**config.mk**
```make
export PLATFORM = sky130hd
export DESIGN_NAME = sat_top
export DESIGN_NICKNAME = d
export VERILOG_FILES = /design/src/inc/sat_pkg.sv /design/src/inc/sat_line_if.sv /design/src/sat_top.sv /design/src/sat_sync.sv
export SDC_FILE = /design/constraint.sdc
export NUM_CORES = 1
export LEC_CHECK = 0
export ABC_AREA = 1
export BUFFER_PORTS_ARGS = -buffer_cell sky130_fd_sc_hd__buf_2
export CORE_MARGIN = 1.5
export CORE_UTILIZATION = 55
export DETAILED_ROUTE_END_ITERATION = 10
export PLACE_DENSITY = 0.76
export SLEW_MARGIN = 20
export SYNTH_ARGS = -nofsm -noshare
export SYNTH_HDL_FRONTEND = slang
export SYNTH_SLANG_ARGS = --single-unit
```
**constraint.sdc**
```tcl
create_clock -name clk_sys_in -period 2.65 [get_ports clk_sys_in]
set_input_delay 0.53 -clock clk_sys_in [delete_from_list [all_inputs] [get_ports clk_sys_in]]
set_output_delay 0.53 -clock clk_sys_in [all_outputs]
set_load 0.005 [all_outputs]
```
**src/inc/sat_pkg.sv**
```systemverilog
package sat_pkg;
  localparam int LINE_COUNT = 7;
  localparam int SRC_W      = 3;
  localparam int IDX_W      = 3;
  localparam int SCAN_DEPTH = 8;
  localparam int FREQ_W     = 32;
  localparam int CNT_W      = 16;

  // source codes: host command, then lines 0..6 as codes 1..7
  localparam logic [SRC_W-1:0] source_from_host_command = 3'h0;
  localparam logic [SRC_W-1:0] source_line_base         = 3'h1;
  localparam logic kind_pulse_detect = 1'b0;
  localparam logic kind_level_detect = 1'b1;
  localparam logic sense_low_true    = 1'b0;
  localparam logic sense_high_true   = 1'b1;

  localparam logic [IDX_W-1:0] IDX_FIRST  = 3'h0;
  localparam logic [IDX_W-1:0] IDX_STEP   = 3'h1;
  localparam logic [IDX_W-1:0] LAST_RESET = 3'h7;
  localparam logic [FREQ_W-1:0] FREQ_RESET = 32'h0000_0000;

  // settling time of the converter after a retune
  localparam int CLK_PERIOD_NS   = 100;
  localparam int SETTLE_TIME_US  = 100;
  localparam int SETTLE_CYCLES   =
    (SETTLE_TIME_US * 1000 + CLK_PERIOD_NS - 1) / CLK_PERIOD_NS;
  localparam logic [CNT_W-1:0] SETTLE_COUNT = CNT_W'(SETTLE_CYCLES);
  localparam logic [CNT_W-1:0] CNT_ZERO     = 16'h0000;
  localparam logic [CNT_W-1:0] CNT_STEP     = 16'h0001;

  typedef enum {ST_IDLE, ST_SETTLE, ST_READY} sat_state_type;
endpackage

```
**src/inc/sat_line_if.sv**
```systemverilog
`timescale 1ns/100ps
interface sat_line_if;
  logic [sat_pkg::LINE_COUNT-1:0] level;
  modport drive (output level);
  modport take  (input level);
endinterface

```
**src/sat_top.sv**
```systemverilog
`timescale 1ns/100ps
module sat_top
  import sat_pkg::*;
(
  input  wire logic                  clk_sys_in,      // 10 MHz clock
  input  wire logic                  nrst_in,         // sync reset, low
  input  wire logic [LINE_COUNT-1:0] trig_line_in,    // async trig lines
  input  wire logic                  host_trig_in,    // host trigger pulse
  input  wire logic                  cfg_load_in,     // load settings
  input  wire logic [SRC_W-1:0]      trigger_source_select_in, // source
  input  wire logic                  trigger_kind_in, // pulse or level
  input  wire logic                  trigger_active_sense_in, // sense
  input  wire logic [IDX_W-1:0]      list_last_in,    // last entry index
  input  wire logic                  list_wr_in,      // write list entry
  input  wire logic [IDX_W-1:0]      list_addr_in,    // entry address
  input  wire logic [FREQ_W-1:0]     list_data_in,    // entry frequency
  input  wire logic                  scan_start_in,   // start scan pulse
  input  wire logic                  scan_stop_in,    // stop scan pulse
  output logic [FREQ_W-1:0]          freq_word_out,   // tuned frequency
  output logic [IDX_W-1:0]           scan_index_out,  // current entry
  output logic                       tune_start_out,  // retune pulse
  output logic                       ready_out        // settled
);
  sat_line_if line_bus ();

  sat_sync u_sync (
    .clk_sys_in (clk_sys_in),
    .nrst_in    (nrst_in),
    .lines_in   (trig_line_in),
    .sync_out   (line_bus)
  );

  // ----------------------------------------------------------------
  // settings
  // ----------------------------------------------------------------
  logic [SRC_W-1:0] src_reg;
  logic             kind_reg;
  logic             sense_reg;
  logic [IDX_W-1:0] last_reg;

  always_ff @(posedge clk_sys_in)
  begin
    if (!nrst_in)
    begin
      src_reg   <= source_from_host_command;
      kind_reg  <= kind_pulse_detect;
      sense_reg <= sense_low_true;
      last_reg  <= LAST_RESET;
    end
    else if (cfg_load_in)
    begin
      src_reg   <= trigger_source_select_in;
      kind_reg  <= trigger_kind_in;
      sense_reg <= trigger_active_sense_in;
      last_reg  <= list_last_in;
    end
  end

  // ----------------------------------------------------------------
  // scan list storage
  // ----------------------------------------------------------------
  logic [FREQ_W-1:0] list_mem [SCAN_DEPTH];

  always_ff @(posedge clk_sys_in)
  begin
    if (list_wr_in)
      list_mem[list_addr_in] <= list_data_in;
  end

  // ----------------------------------------------------------------
  // trigger detection
  // ----------------------------------------------------------------
  logic             host_sel;
  logic [IDX_W-1:0] line_idx;
  logic             sel_line;
  logic             sel_active;
  logic             prev_active_reg;
  logic             hw_event;
  logic             adv_req;
  logic             accept;
  sat_state_type    state_reg;

  assign host_sel   = (src_reg == source_from_host_command);
  assign line_idx   = IDX_W'(src_reg - source_line_base);
  // host code maps past the last line; read a quiet zero there
  assign sel_line   = host_sel ? 1'b0 : line_bus.level[line_idx];
  // map the chosen sense onto a true-when-active level
  assign sel_active = (sense_reg == sense_high_true) ? sel_line
                                                     : !sel_line;

  // pulse kind needs a fresh move toward the sense; level kind keeps
  // advancing after each settle while the line stays active
  assign hw_event = (kind_reg == kind_pulse_detect)
                    ? (sel_active && !prev_active_reg)
                    : sel_active;
  assign adv_req  = host_sel ? host_trig_in : hw_event;
  // triggers during settling are dropped, not queued
  assign accept   = adv_req && (state_reg == ST_READY);

  always_ff @(posedge clk_sys_in)
  begin
    if (!nrst_in)
      prev_active_reg <= 1'b1;
    else if (cfg_load_in)
      // re-arm only after the new line is seen inactive
      prev_active_reg <= 1'b1;
    else
      prev_active_reg <= sel_active;
  end

  // ----------------------------------------------------------------
  // scan stepping and settling
  // ----------------------------------------------------------------
  logic [IDX_W-1:0]  idx_reg;
  logic [IDX_W-1:0]  idx_next;
  logic [FREQ_W-1:0] freq_reg;
  logic [CNT_W-1:0]  cnt_reg;
  logic              tune_reg;

  assign idx_next = (idx_reg == last_reg) ? IDX_FIRST
                                          : idx_reg + IDX_STEP;

  always_ff @(posedge clk_sys_in)
  begin
    if (!nrst_in)
    begin
      state_reg <= ST_IDLE;
      idx_reg   <= IDX_FIRST;
      freq_reg  <= FREQ_RESET;
      cnt_reg   <= CNT_ZERO;
      tune_reg  <= 1'b0;
    end
    else
    begin
      tune_reg <= 1'b0;
      if (scan_stop_in)
        state_reg <= ST_IDLE;
      else if (scan_start_in)
      begin
        idx_reg   <= IDX_FIRST;
        freq_reg  <= list_mem[IDX_FIRST];
        cnt_reg   <= CNT_ZERO;
        tune_reg  <= 1'b1;
        state_reg <= ST_SETTLE;
      end
      else
      begin
        unique case (state_reg)
          ST_IDLE:
            cnt_reg <= CNT_ZERO;
          ST_SETTLE:
            if (cnt_reg == SETTLE_COUNT - CNT_STEP)
              state_reg <= ST_READY;
            else
              cnt_reg <= cnt_reg + CNT_STEP;
          ST_READY:
            if (accept)
            begin
              idx_reg   <= idx_next;
              freq_reg  <= list_mem[idx_next];
              cnt_reg   <= CNT_ZERO;
              tune_reg  <= 1'b1;
              state_reg <= ST_SETTLE;
            end
        endcase
      end
    end
  end

  assign freq_word_out  = freq_reg;
  assign scan_index_out = idx_reg;
  assign tune_start_out = tune_reg;
  assign ready_out      = (state_reg == ST_READY);

  logic [CNT_W-1:0] since_reg;

  always_ff @(posedge clk_sys_in)
  begin
    if (!nrst_in)
      since_reg <= CNT_ZERO;
    else if (tune_reg)
      since_reg <= CNT_STEP;
    else if (since_reg != {CNT_W{1'b1}})
      since_reg <= since_reg + CNT_STEP;
  end
endmodule

```
**src/sat_sync.sv**
```systemverilog
`timescale 1ns/100ps
module sat_sync
  import sat_pkg::*;
(
  input  wire logic                  clk_sys_in,   // system clock
  input  wire logic                  nrst_in,      // sync reset, low
  input  wire logic [LINE_COUNT-1:0] lines_in,     // async trigger lines
  sat_line_if.drive                  sync_out      // synchronised lines
);
  logic [LINE_COUNT-1:0] meta_reg;
  logic [LINE_COUNT-1:0] sync_reg;

  // ----------------------------------------------------------------
  // two flop synchroniser per line
  // ----------------------------------------------------------------
  genvar g;
  generate
    for (g = 0; g < LINE_COUNT; g++)
    begin : gen_line
      always_ff @(posedge clk_sys_in)
      begin
        if (!nrst_in)
        begin
          meta_reg[g] <= 1'b0;
          sync_reg[g] <= 1'b0;
        end
        else
        begin
          meta_reg[g] <= lines_in[g];
          sync_reg[g] <= meta_reg[g];
        end
      end
    end
  endgenerate

  assign sync_out.level = sync_reg;
endmodule

```
==> impl_metrics.tcl, run 1 <==
set metrics [dict create \
    status "completed" \
    grt_max_degree 83 \
    clk_pin_slew_ps 60 \
    postCtsSetupBuffers 0 \
    yosysMostFrequentCell "nand2_1" \
    cts.repair.resized 0 \
    final_antenna_net_count 0 \
    crit_type "reg -> reg" \
    worstSetupStartpointType "register" \
    synth_top_family_by_area "simple AND/OR/NAND/NOR gates" \
    die_x_um 165 \
    tns_ps 0 \
    synthTopCellsByArea "edfxtp_1 53%, dfxtp_1 11%, nand2_1 8.3%" \
    grt_antenna_before_repair 5 \
    grt_overflow 0 \
    cp.arrival_ps 2800 \
    worstPathRequired_ps 3050 \
    clock.fmax_mhz 417 \
    fin_nets 1631 \
    via_count 10800 \
    postCtsHoldBufs 0 \
    area_growth_pct 14.0 \
    cts_buffers 35 \
    fin_skew_ps 24.2 \
    wl_um 35100 \
    setup_viol 0 \
    async_flop_share_pct 0 \
    hold_violations 0 \
    die_height_um 165 \
    ys_warn_count 0 \
    via_per_inst 5.58 \
    initial_utilization_pct 55.8 \
    cts_buffer_depth 3 \
    power_density_nw_per_um2 703 \
    finalCriticalPeriod_ps 2400 \
    yosysSeqAreaShare_pct 63.6 \
    maxSlewHeadroom_pct 43.2 \
    rows 59 \
    syn_area_um2 14500 \
    drv_slew 0 \
    ys_types 31 \
    synth_xor_area_share_pct 0.362 \
    core-area_um2 26000 \
    min_period_over_period_pct 90.6 \
    path_max_fanout 71 \
    syn-num-nets 1554 \
    worst_pin_slew_ps 852 \
    grt_setup_unrepaired "no" \
    yosysTopAreaCellShare_pct 53.0 \
    hold_path_class "in -> reg" \
    cts_sinks 333 \
    layout-drive-gt1-share_pct 14.3 \
    drtIter0Drc 1232 \
    syn_avg_cell_area_um2 9.72 \
    synth_top_flop_cell "edfxtp_1" \
    io_buffers 93 \
    drc 0 \
    yosys_register_bits 333 \
    grt_pass1_wl_um 54500 \
    synth_common_cells "322 x nand2_1, 256 x edfxtp_1, 215 x nand3_1" \
    finalNonFillerCells 1935 \
    cp-end-kind "register" \
    drv_cap 0 \
    place.detailed.hpwl_um 19800 \
    vdd_ir_drop_max_mv 0.617 \
    cts_tree "yes" \
    first_pass_iters 5 \
    power_leakage_nw 6.77 \
    io_pins 94 \
    place_inst 1868 \
    htree_levels 2 \
    grt_use_total_pct 26.1 \
    wl_per_cell_um 18.2 \
    synthAdderAreaFrac_pct 0.345 \
    largest_reg_flops 256 \
    synth_area_leader_cell "edfxtp_1" \
    synthMuxAreaShare_pct 0 \
    place.gp.congestion 0.945 \
    synth_edf_count 256 \
    cts_root_buf "clkbuf_16" \
    synth_compound_area_share_pct 4.92 \
    clk_latency_ps 520 \
    die_area_um2 27400 \
    syn_inst 1493 \
    grt_pass1_vias 10100 \
    synthSimpleGateAreaFrac_pct 24.7 \
]
through the flow:
stage | utilization, % | total power, W | setup WS (ps) | hold slack [ps] | area (um2)
after floorplan | - | 0.00675 | 203 | 390 | 14500
after global placement | 59.5 | 0.00715 | 354 | 393 | 15500
after detailed placement | 59.5 | 0.00718 | 281 | 399 | 15500
after CTS | 63.6 | 0.0117 | 269 | 203 | 16500
after global routing | 63.7 | 0.0121 | 41.2 | 210 | 16500
final | 63.7 | 0.0116 | 250 | 221 | 16500
worst paths after layout:
kind / endpoint / slack, ps / start / cells past startpoint
setup / recovery: freq_word_out[28] / 250 / src_reg[0] / 16
hold / removal: u_sync.meta_reg[6] / 220 / trig_line_in[6] / 3
setup reg to reg: freq_word_out[28] / 250 / src_reg[0] / 16
hold reg to reg: u_sync.sync_out.level[0] / 410 / u_sync.meta_reg[0] / 2
critical path, cell delays in order (launching register included):
cell	delay (ps)
dfxtp_1	400
inv_1	140
ha_1	360
inv_1	50
nand3_1	70
nand2_1	50
nand2_1	80
nand3_1	70
nand2_1	80
nand3_1	90
nand2_1	70
nand2_1	80
nand2_2	90
buf_12	320
nand3_1	130
nand2_1	130
nor2_1	50
area by class of cell:
type	instances	area, um2
timing repair buffer	125	893
tap	335	419
sequential	333	9230
inverter	125	472
fill	1988	9440
clock inverter	13	81.3
multi-input combinational	950	4460
clock buffer	51	987
antenna	3	7.51
layout by cell type, fill, tap and decap left out, types with 2 or more instances in the layout:
cell,Yosys,routed
nand2_1,322,321
edfxtp_1,256,256
nand3_1,215,215
nor2_1,182,174
inv_1,120,120
buf_2,32,93
dfxtp_1,77,77
a21oi_1,76,76
o21ai_0,37,37
clkbuf_16,0,36
or2_2,33,33
nand3b_1,24,24
buf_4,7,17
buf_12,0,15
nor3_1,13,13
clkbuf_1,31,12
nor2_4,1,9
nand4_1,8,8
o21a_1,8,8
o2111ai_1,8,8
clkinv_2,0,8
xor2_1,5,5
inv_2,5,4
nor4_1,4,4
ha_1,4,4
diode_2,0,3
nand2_2,2,3
clkbuf_8,0,3
nand2_4,2,2
o21ai_1,2,2
clkinv_1,0,2
cell families after synthesis:
kind of cell | Yosys count
AO/OA/AOI/OAI | 132
XOR/XNOR | 6
adder cells (fa/ha/maj) | 4
buffers and inverters | 210
flip-flops | 333
AND/OR/NAND/NOR | 808
layer usage:
layer / vias up / wire, um / share of wire (%) / global-route usage, %
met5: - / 13 / 0.037 / 0
met4: 2 / 718 / 2.0 / 7.91
met3: 62 / 3690 / 11 / 4.75
met2: 508 / 16300 / 46 / 41.7
met1: 5046 / 14400 / 41 / 36.7
li1: 5172 / - / - / -
report_power, final:
part           switching, W  internal (W)
clock               0.00194       0.00261
combinational      0.000792      0.000401
sequential        0.0000836       0.00582
total               0.00281       0.00882
Note: power is estimated with default switching activity, not from simulation.
==> run 2, diff against run 1 <==
Settings changed: ABC_AREA 1 to default, PLACE_DENSITY 0.76 to 0.77.
==> run 2 against run 1 <==
Sequential cell count did not move. Largest cell class unchanged. First-iteration DRC count fell by 7.5%. Non-clock buffer count rose by 8. Highest routed layer unchanged. Sequential share of layout area rose by 3.0 points. Total power fell by 4.3%. Setup slack got worse by 150 ps. Area after synthesis fell by 7.3%. Clock skew fell by 10 ps. Register-to-register slack got worse by 150 ps. Critical path depth fell by 9.
==> impl_metrics.tcl, run 2 <==
set metrics [dict create \
    status "completed" \
    die_height_um 159 \
    via_count 9051 \
    cts_buffer_depth 3 \
    path_cells "xnor2_1, a311o_2, buf_12, nor2_1, a2111oi_0, a221oi_1, o2bb2ai_1" \
    slowest_delay_ps 610 \
    largest_reg_flops 256 \
    worstPathRequired_ps 3090 \
    die_area_um2 25400 \
    async_flop_share_pct 0 \
    power.share.clock_pct 43.2 \
    drv_slew 0 \
    placed_cell_area_um2 14600 \
    synth_area_leader_cell "edfxtp_1" \
    grt_setup_unrepaired "no" \
    area_growth_pct 16.7 \
    drtIter0Drc 1139 \
    hold_path_class "in -> reg" \
    grt_overflow 0 \
    synth_edf_count 256 \
    fin_nets 1171 \
    grt_pass1_wl_um 48900 \
    p_switching_w 0.00231 \
    hold_violations 0 \
    drv_cap 0 \
    syn_avg_cell_area_um2 13.3 \
    finalCriticalPeriod_ps 2550 \
    htree_levels 2 \
    grt_max_degree 57 \
    yosysTopAreaCellShare_pct 57.1 \
    power_density_nw_per_um2 709 \
    postCtsSetupBuffers 0 \
    ys_types 61 \
    clk_pin_slew_ps 60 \
    layout-drive-gt1-share_pct 19.2 \
    rows 57 \
    syn_inst 1012 \
    place.detailed.hpwl_um 17400 \
    clk_latency_ps 510 \
    syn_area_um2 13500 \
    p_seq_share_pct 52.6 \
    grt_pass1_vias 8879 \
    worstSetupStartpointType "register" \
    vdd_ir_drop_max_mv 0.551 \
    clock.fmax_mhz 393 \
    drc 0 \
    wl_per_cell_um 21.3 \
    die_x_um 159 \
    worst_path_max_delay_cell "a2111oi_0" \
    io_buffers 93 \
    maxSlewHeadroom_pct 47.7 \
    worst_pin_slew_ps 778 \
    power_leakage_nw 5.27 \
    core-area_um2 24200 \
    fin_skew_ps 14.1 \
    p_int_w 0.00883 \
    min_period_over_period_pct 96.1 \
    combPwrFrac_pct 4.1 \
    io_pins 94 \
    ys_warn_count 0 \
    fin_area_um2 15700 \
    cts_tree "yes" \
    via_per_inst 6.19 \
    cts_buffers 34 \
    postCtsHoldBufs 0 \
    cts_sinks 333 \
    fin_util_pct 64.9 \
    cp-end-kind "register" \
    initial_utilization_pct 55.6 \
    mostFrequentLayoutCell "edfxtp_1" \
    cts_root_buf "clkbuf_16" \
    grt_use_total_pct 24.7 \
    yosys_register_bits 333 \
    synth_common_cells "256 x edfxtp_1, 85 x nor2_1, 77 x dfxtp_1" \
    yosysMostFrequentCell "edfxtp_1" \
    synth_top_flop_cell "edfxtp_1" \
    yosysSeqAreaShare_pct 68.6 \
    wl_um 31200 \
    synthTopCellsByArea "edfxtp_1 57%, dfxtp_1 11%, mux2i_1 3.2%" \
    syn-num-nets 1073 \
    final_antenna_net_count 0 \
    place.gp.congestion 0.818 \
    netSwitchingFraction_pct 20.7 \
    tns_ps 0 \
    first_pass_iters 5 \
    path_max_fanout 56 \
    cp.arrival_ps 2990 \
    crit_type "reg -> reg" \
    grt_antenna_before_repair 3 \
    setup_viol 0 \
    final_cell_mix "256 x edfxtp_1, 93 x buf_2, 79 x nor2_1" \
    cts.repair.resized 0 \
]
## run 2: cell count changes in the layout (fill, tap and decap cells not counted), moves of 28 or more
cell / delta
nand3_1: -203
inv_1: -110
nand2_1: -271
a21oi_1: -47
mux2i_1: +43
nor3_1: +44
o211ai_1: +28
nor2_1: -95
or2_2: -33
## run 2: per-layer routing
metal / track usage (%) / wire length [um] / up-vias
met5: 0 / 7 / -
met4: 8.19 / 631 / 2
met3: 4.25 / 2410 / 59
met2: 40.5 / 15100 / 412
met1: 33.7 / 13100 / 4436
li1: - / - / 4142
## run 2: path summary, 6_finish.rpt
| check | startpoint | end | slack [ps] | cells past startpoint |
|---|---|---|---|---|
| min reg2reg | u_sync.meta_reg[2] | u_sync.sync_out.level[2] | 430 | 1 |
| max | scan_index_out[2] | freq_word_out[24] | 100 | 7 |
| max reg2reg | scan_index_out[2] | freq_word_out[24] | 100 | 7 |
| min | trig_line_in[5] | u_sync.meta_reg[5] | 220 | 2 |
## run 2: critical path: cells and delay by family, from the launching register on
kind | cells | cell delay [ps]
xor+xnor | 1 | 440
compound gates | 4 | 1230
flops | 1 | 400
buf+inv | 1 | 290
simple gates | 1 | 80
## run 2: layout make-up
class	count	area, um2
timing repair buffer	133	916
tap	324	405
fill	1654	8480
sequential	333	9230
multi-input combinational	596	3960
antenna	2	5.00
clock inverter	10	85.1
inverter	12	45.0
clock buffer	52	1050
## run 2: cell families after synthesis
kind of cell	count (synthesis)	share of synthesized area, %
AOI/OAI and AO/OA	262	14.0
xor gates and xnor gates	7	0.456
adders and majority gates	4	0.372
buffers and inverters	83	2.68
DFF	333	68.6
muxes	54	4.20
and+or+nand+nor	269	9.68
## run 2: through the flow
step | hold slack [ps] | power (W) | cells | worst slack, ps
after floorplan | 412 | 0.00620 | 1012 | 129
after global placement | 417 | 0.00641 | 1398 | 393
after detailed placement | 418 | 0.00643 | 1398 | 298
after CTS | 212 | 0.0112 | 1460 | 167
after global routing | 219 | 0.0115 | 1461 | 35.8
final | 224 | 0.0111 | 1462 | 104
## run 2: power groups by stage
stage / combinational [W] / sequential, W / clock, W
finish: 0.000461 / 0.00586 / 0.00482
global route: 0.000503 / 0.00587 / 0.00510
CTS: 0.000460 / 0.00586 / 0.00485
detailed placement: 0.000457 / 0.00597 / 0
global placement: 0.000445 / 0.00596 / 0
floorplan: 0.000237 / 0.00596 / 0
==> run 3, diff against run 2 <==
Settings changed: ABC_CLOCK_PERIOD_IN_PS from default to 2650, CORE_MARGIN 1.5 to default.
==> run 3 against run 2 <==
Sequential share of layout area grew 0.20 points. Sequential power about the same. Non-clock buffer count unchanged. Routed wire length is 1.4% higher. Cell area shrank 0.34%. Via count fell by 0.20%. Highest routed layer unchanged. First-iteration DRC count is 11% lower. Clock power is 3% lower.
==> impl_metrics.tcl, run 3 (synthesized netlist as in run 2, its figures left out) <==
set metrics [dict create \
    htree_levels 2 \
    worstSetupStartpointType "register" \
    grt_max_degree 87 \
    die_area_um2 25100 \
    power_density_nw_per_um2 702 \
    mostFrequentLayoutCell "edfxtp_1" \
    power.share.clock_pct 42.4 \
    drc 0 \
    initial_utilization_pct 56.6 \
    maxSlewHeadroom_pct 56.0 \
    via_count 9033 \
    fin_area_um2 15600 \
    die_height_um 158 \
    multi_input_area_um2 3960 \
    cts_sinks 333 \
    fin_nets 1171 \
    hold_violations 0 \
    p_int_w 0.00873 \
    worst_path_max_delay_cell "nor4_1" \
    cts_buffers 34 \
    final_cell_mix "256 x edfxtp_1, 93 x buf_2, 79 x nor2_1" \
    first_pass_iters 7 \
    finalCriticalPeriod_ps 2430 \
    p_switching_w 0.00225 \
    largest_reg_flops 256 \
    via_per_inst 6.21 \
    cts_tree "yes" \
    grt_antenna_before_repair 2 \
    reg2reg_slack_ps 220 \
    drtIter0Drc 1012 \
    place.detailed.hpwl_um 17900 \
    grt_setup_unrepaired "no" \
    totalPowerFinal_w 0.0110 \
    fin_skew_ps 18.6 \
    path_cells "inv_1, ha_1, nor3b_1, nor4_1, a32o_2, nor3_2, or2_1, buf_4, o2bb2ai_1" \
    worstPathRequired_ps 3070 \
    tns_ps 0 \
    area_growth_pct 16.3 \
    fillers 1647 \
    grt_overflow 0 \
    cp.arrival_ps 2850 \
    wl_per_cell_um 21.7 \
    drv_cap 0 \
    netSwitchingFraction_pct 20.5 \
    placed_cell_area_um2 14500 \
    worst_pin_slew_ps 654 \
    clk_pin_slew_ps 60 \
    cts_root_buf "clkbuf_16" \
    core-area_um2 23800 \
    fin_util_pct 65.9 \
    critical_path_buf_inv_count 2 \
    postCtsHoldBufs 0 \
    seqCellArea_um2 9230 \
    die_x_um 158 \
    grt_use_total_pct 25.8 \
    clock.fmax_mhz 411 \
    setup_viol 0 \
    slowest_delay_ps 540 \
    rows 56 \
    timing.hold.ws_ps 227 \
    combPwrFrac_pct 4.2 \
    final_antenna_net_count 0 \
    drv_slew 0 \
    io_pins 94 \
    wl_um 31600 \
    io_buffers 93 \
    clk_latency_ps 520 \
    p_seq_share_pct 53.4 \
    grt_pass1_vias 8878 \
    layout-drive-gt1-share_pct 19.0 \
    cp_top_family "simple AND/OR/NAND/NOR gates" \
    postCtsSetupBuffers 0 \
    status "completed" \
    path_max_fanout 21 \
    cts_buffer_depth 3 \
    vdd_ir_drop_max_mv 0.579 \
    crit_type "reg -> reg" \
    cp-end-kind "register" \
    place.gp.congestion 0.796 \
    power_leakage_nw 5.25 \
    grt_pass1_wl_um 48600 \
    min_period_over_period_pct 91.8 \
    cts.repair.resized 0 \
    hold_path_class "in -> reg" \
]
-- run 3: power groups by stage --
| stage | Clock (W) | Combinational, W | Sequential (W) |
|---|---|---|---|
| floorplan | 0 | 0.000237 | 0.00596 |
| global placement | 0 | 0.000440 | 0.00596 |
| detailed placement | 0 | 0.000455 | 0.00597 |
| CTS | 0.00472 | 0.000458 | 0.00586 |
| global route | 0.00494 | 0.000500 | 0.00587 |
| finish | 0.00466 | 0.000459 | 0.00586 |
-- run 3: worst register-to-register path, cell delays in order, from the launching register on --
cell and delay, ps:
dfxtp_1 320, inv_1 60, ha_1 200, nor3b_1 160
nor4_1 540, a32o_2 280, nor3_2 70, or2_1 270
buf_4 240, o2bb2ai_1 220
-- run 3: per-stage QoR --
step,setup slack [ps],std cells
2_1_floorplan,129,1012
3_3_place_gp,357,1393
3_5_place_dp,246,1393
4_1_cts,245,1454
5_1_grt,56.1,1454
6_report,218,1455
-- run 3: worst paths after layout --
check | startpoint | end | cells past startpoint
worst min-delay path | trig_line_in[2] | u_sync.meta_reg[2] | 2
worst min register to register | u_sync.meta_reg[3] | u_sync.sync_out.level[3] | 1
worst max register to register | src_reg[0] | freq_word_out[29] | 9
worst max-delay path | src_reg[0] | freq_word_out[29] | 9
-- run 3: area by class of cell --
| cell class | instances | area share [%] |
|---|---|---|
| Antenna cell | 1 | 0.0160 |
| Clock buffer | 45 | 5.89 |
| Clock inverter | 16 | 1.10 |
| Inverter | 12 | 0.288 |
| Multi-Input combinational cell | 596 | 25.3 |
| Sequential cell | 333 | 59.0 |
| Tap cell | 319 | 2.55 |
| Timing Repair Buffer | 133 | 5.85 |
-- run 3: routing by layer --
layer | GRT usage (%) | part of all wire (%) | up-vias
li1 | - | - | 4144
met1 | 33.4 | 41 | 4430
met4 | 9.62 | 2.5 | 4
met3 | 4.30 | 7.5 | 78
met2 | 43.7 | 49 | 377
met5 | 0 | 0.073 | -
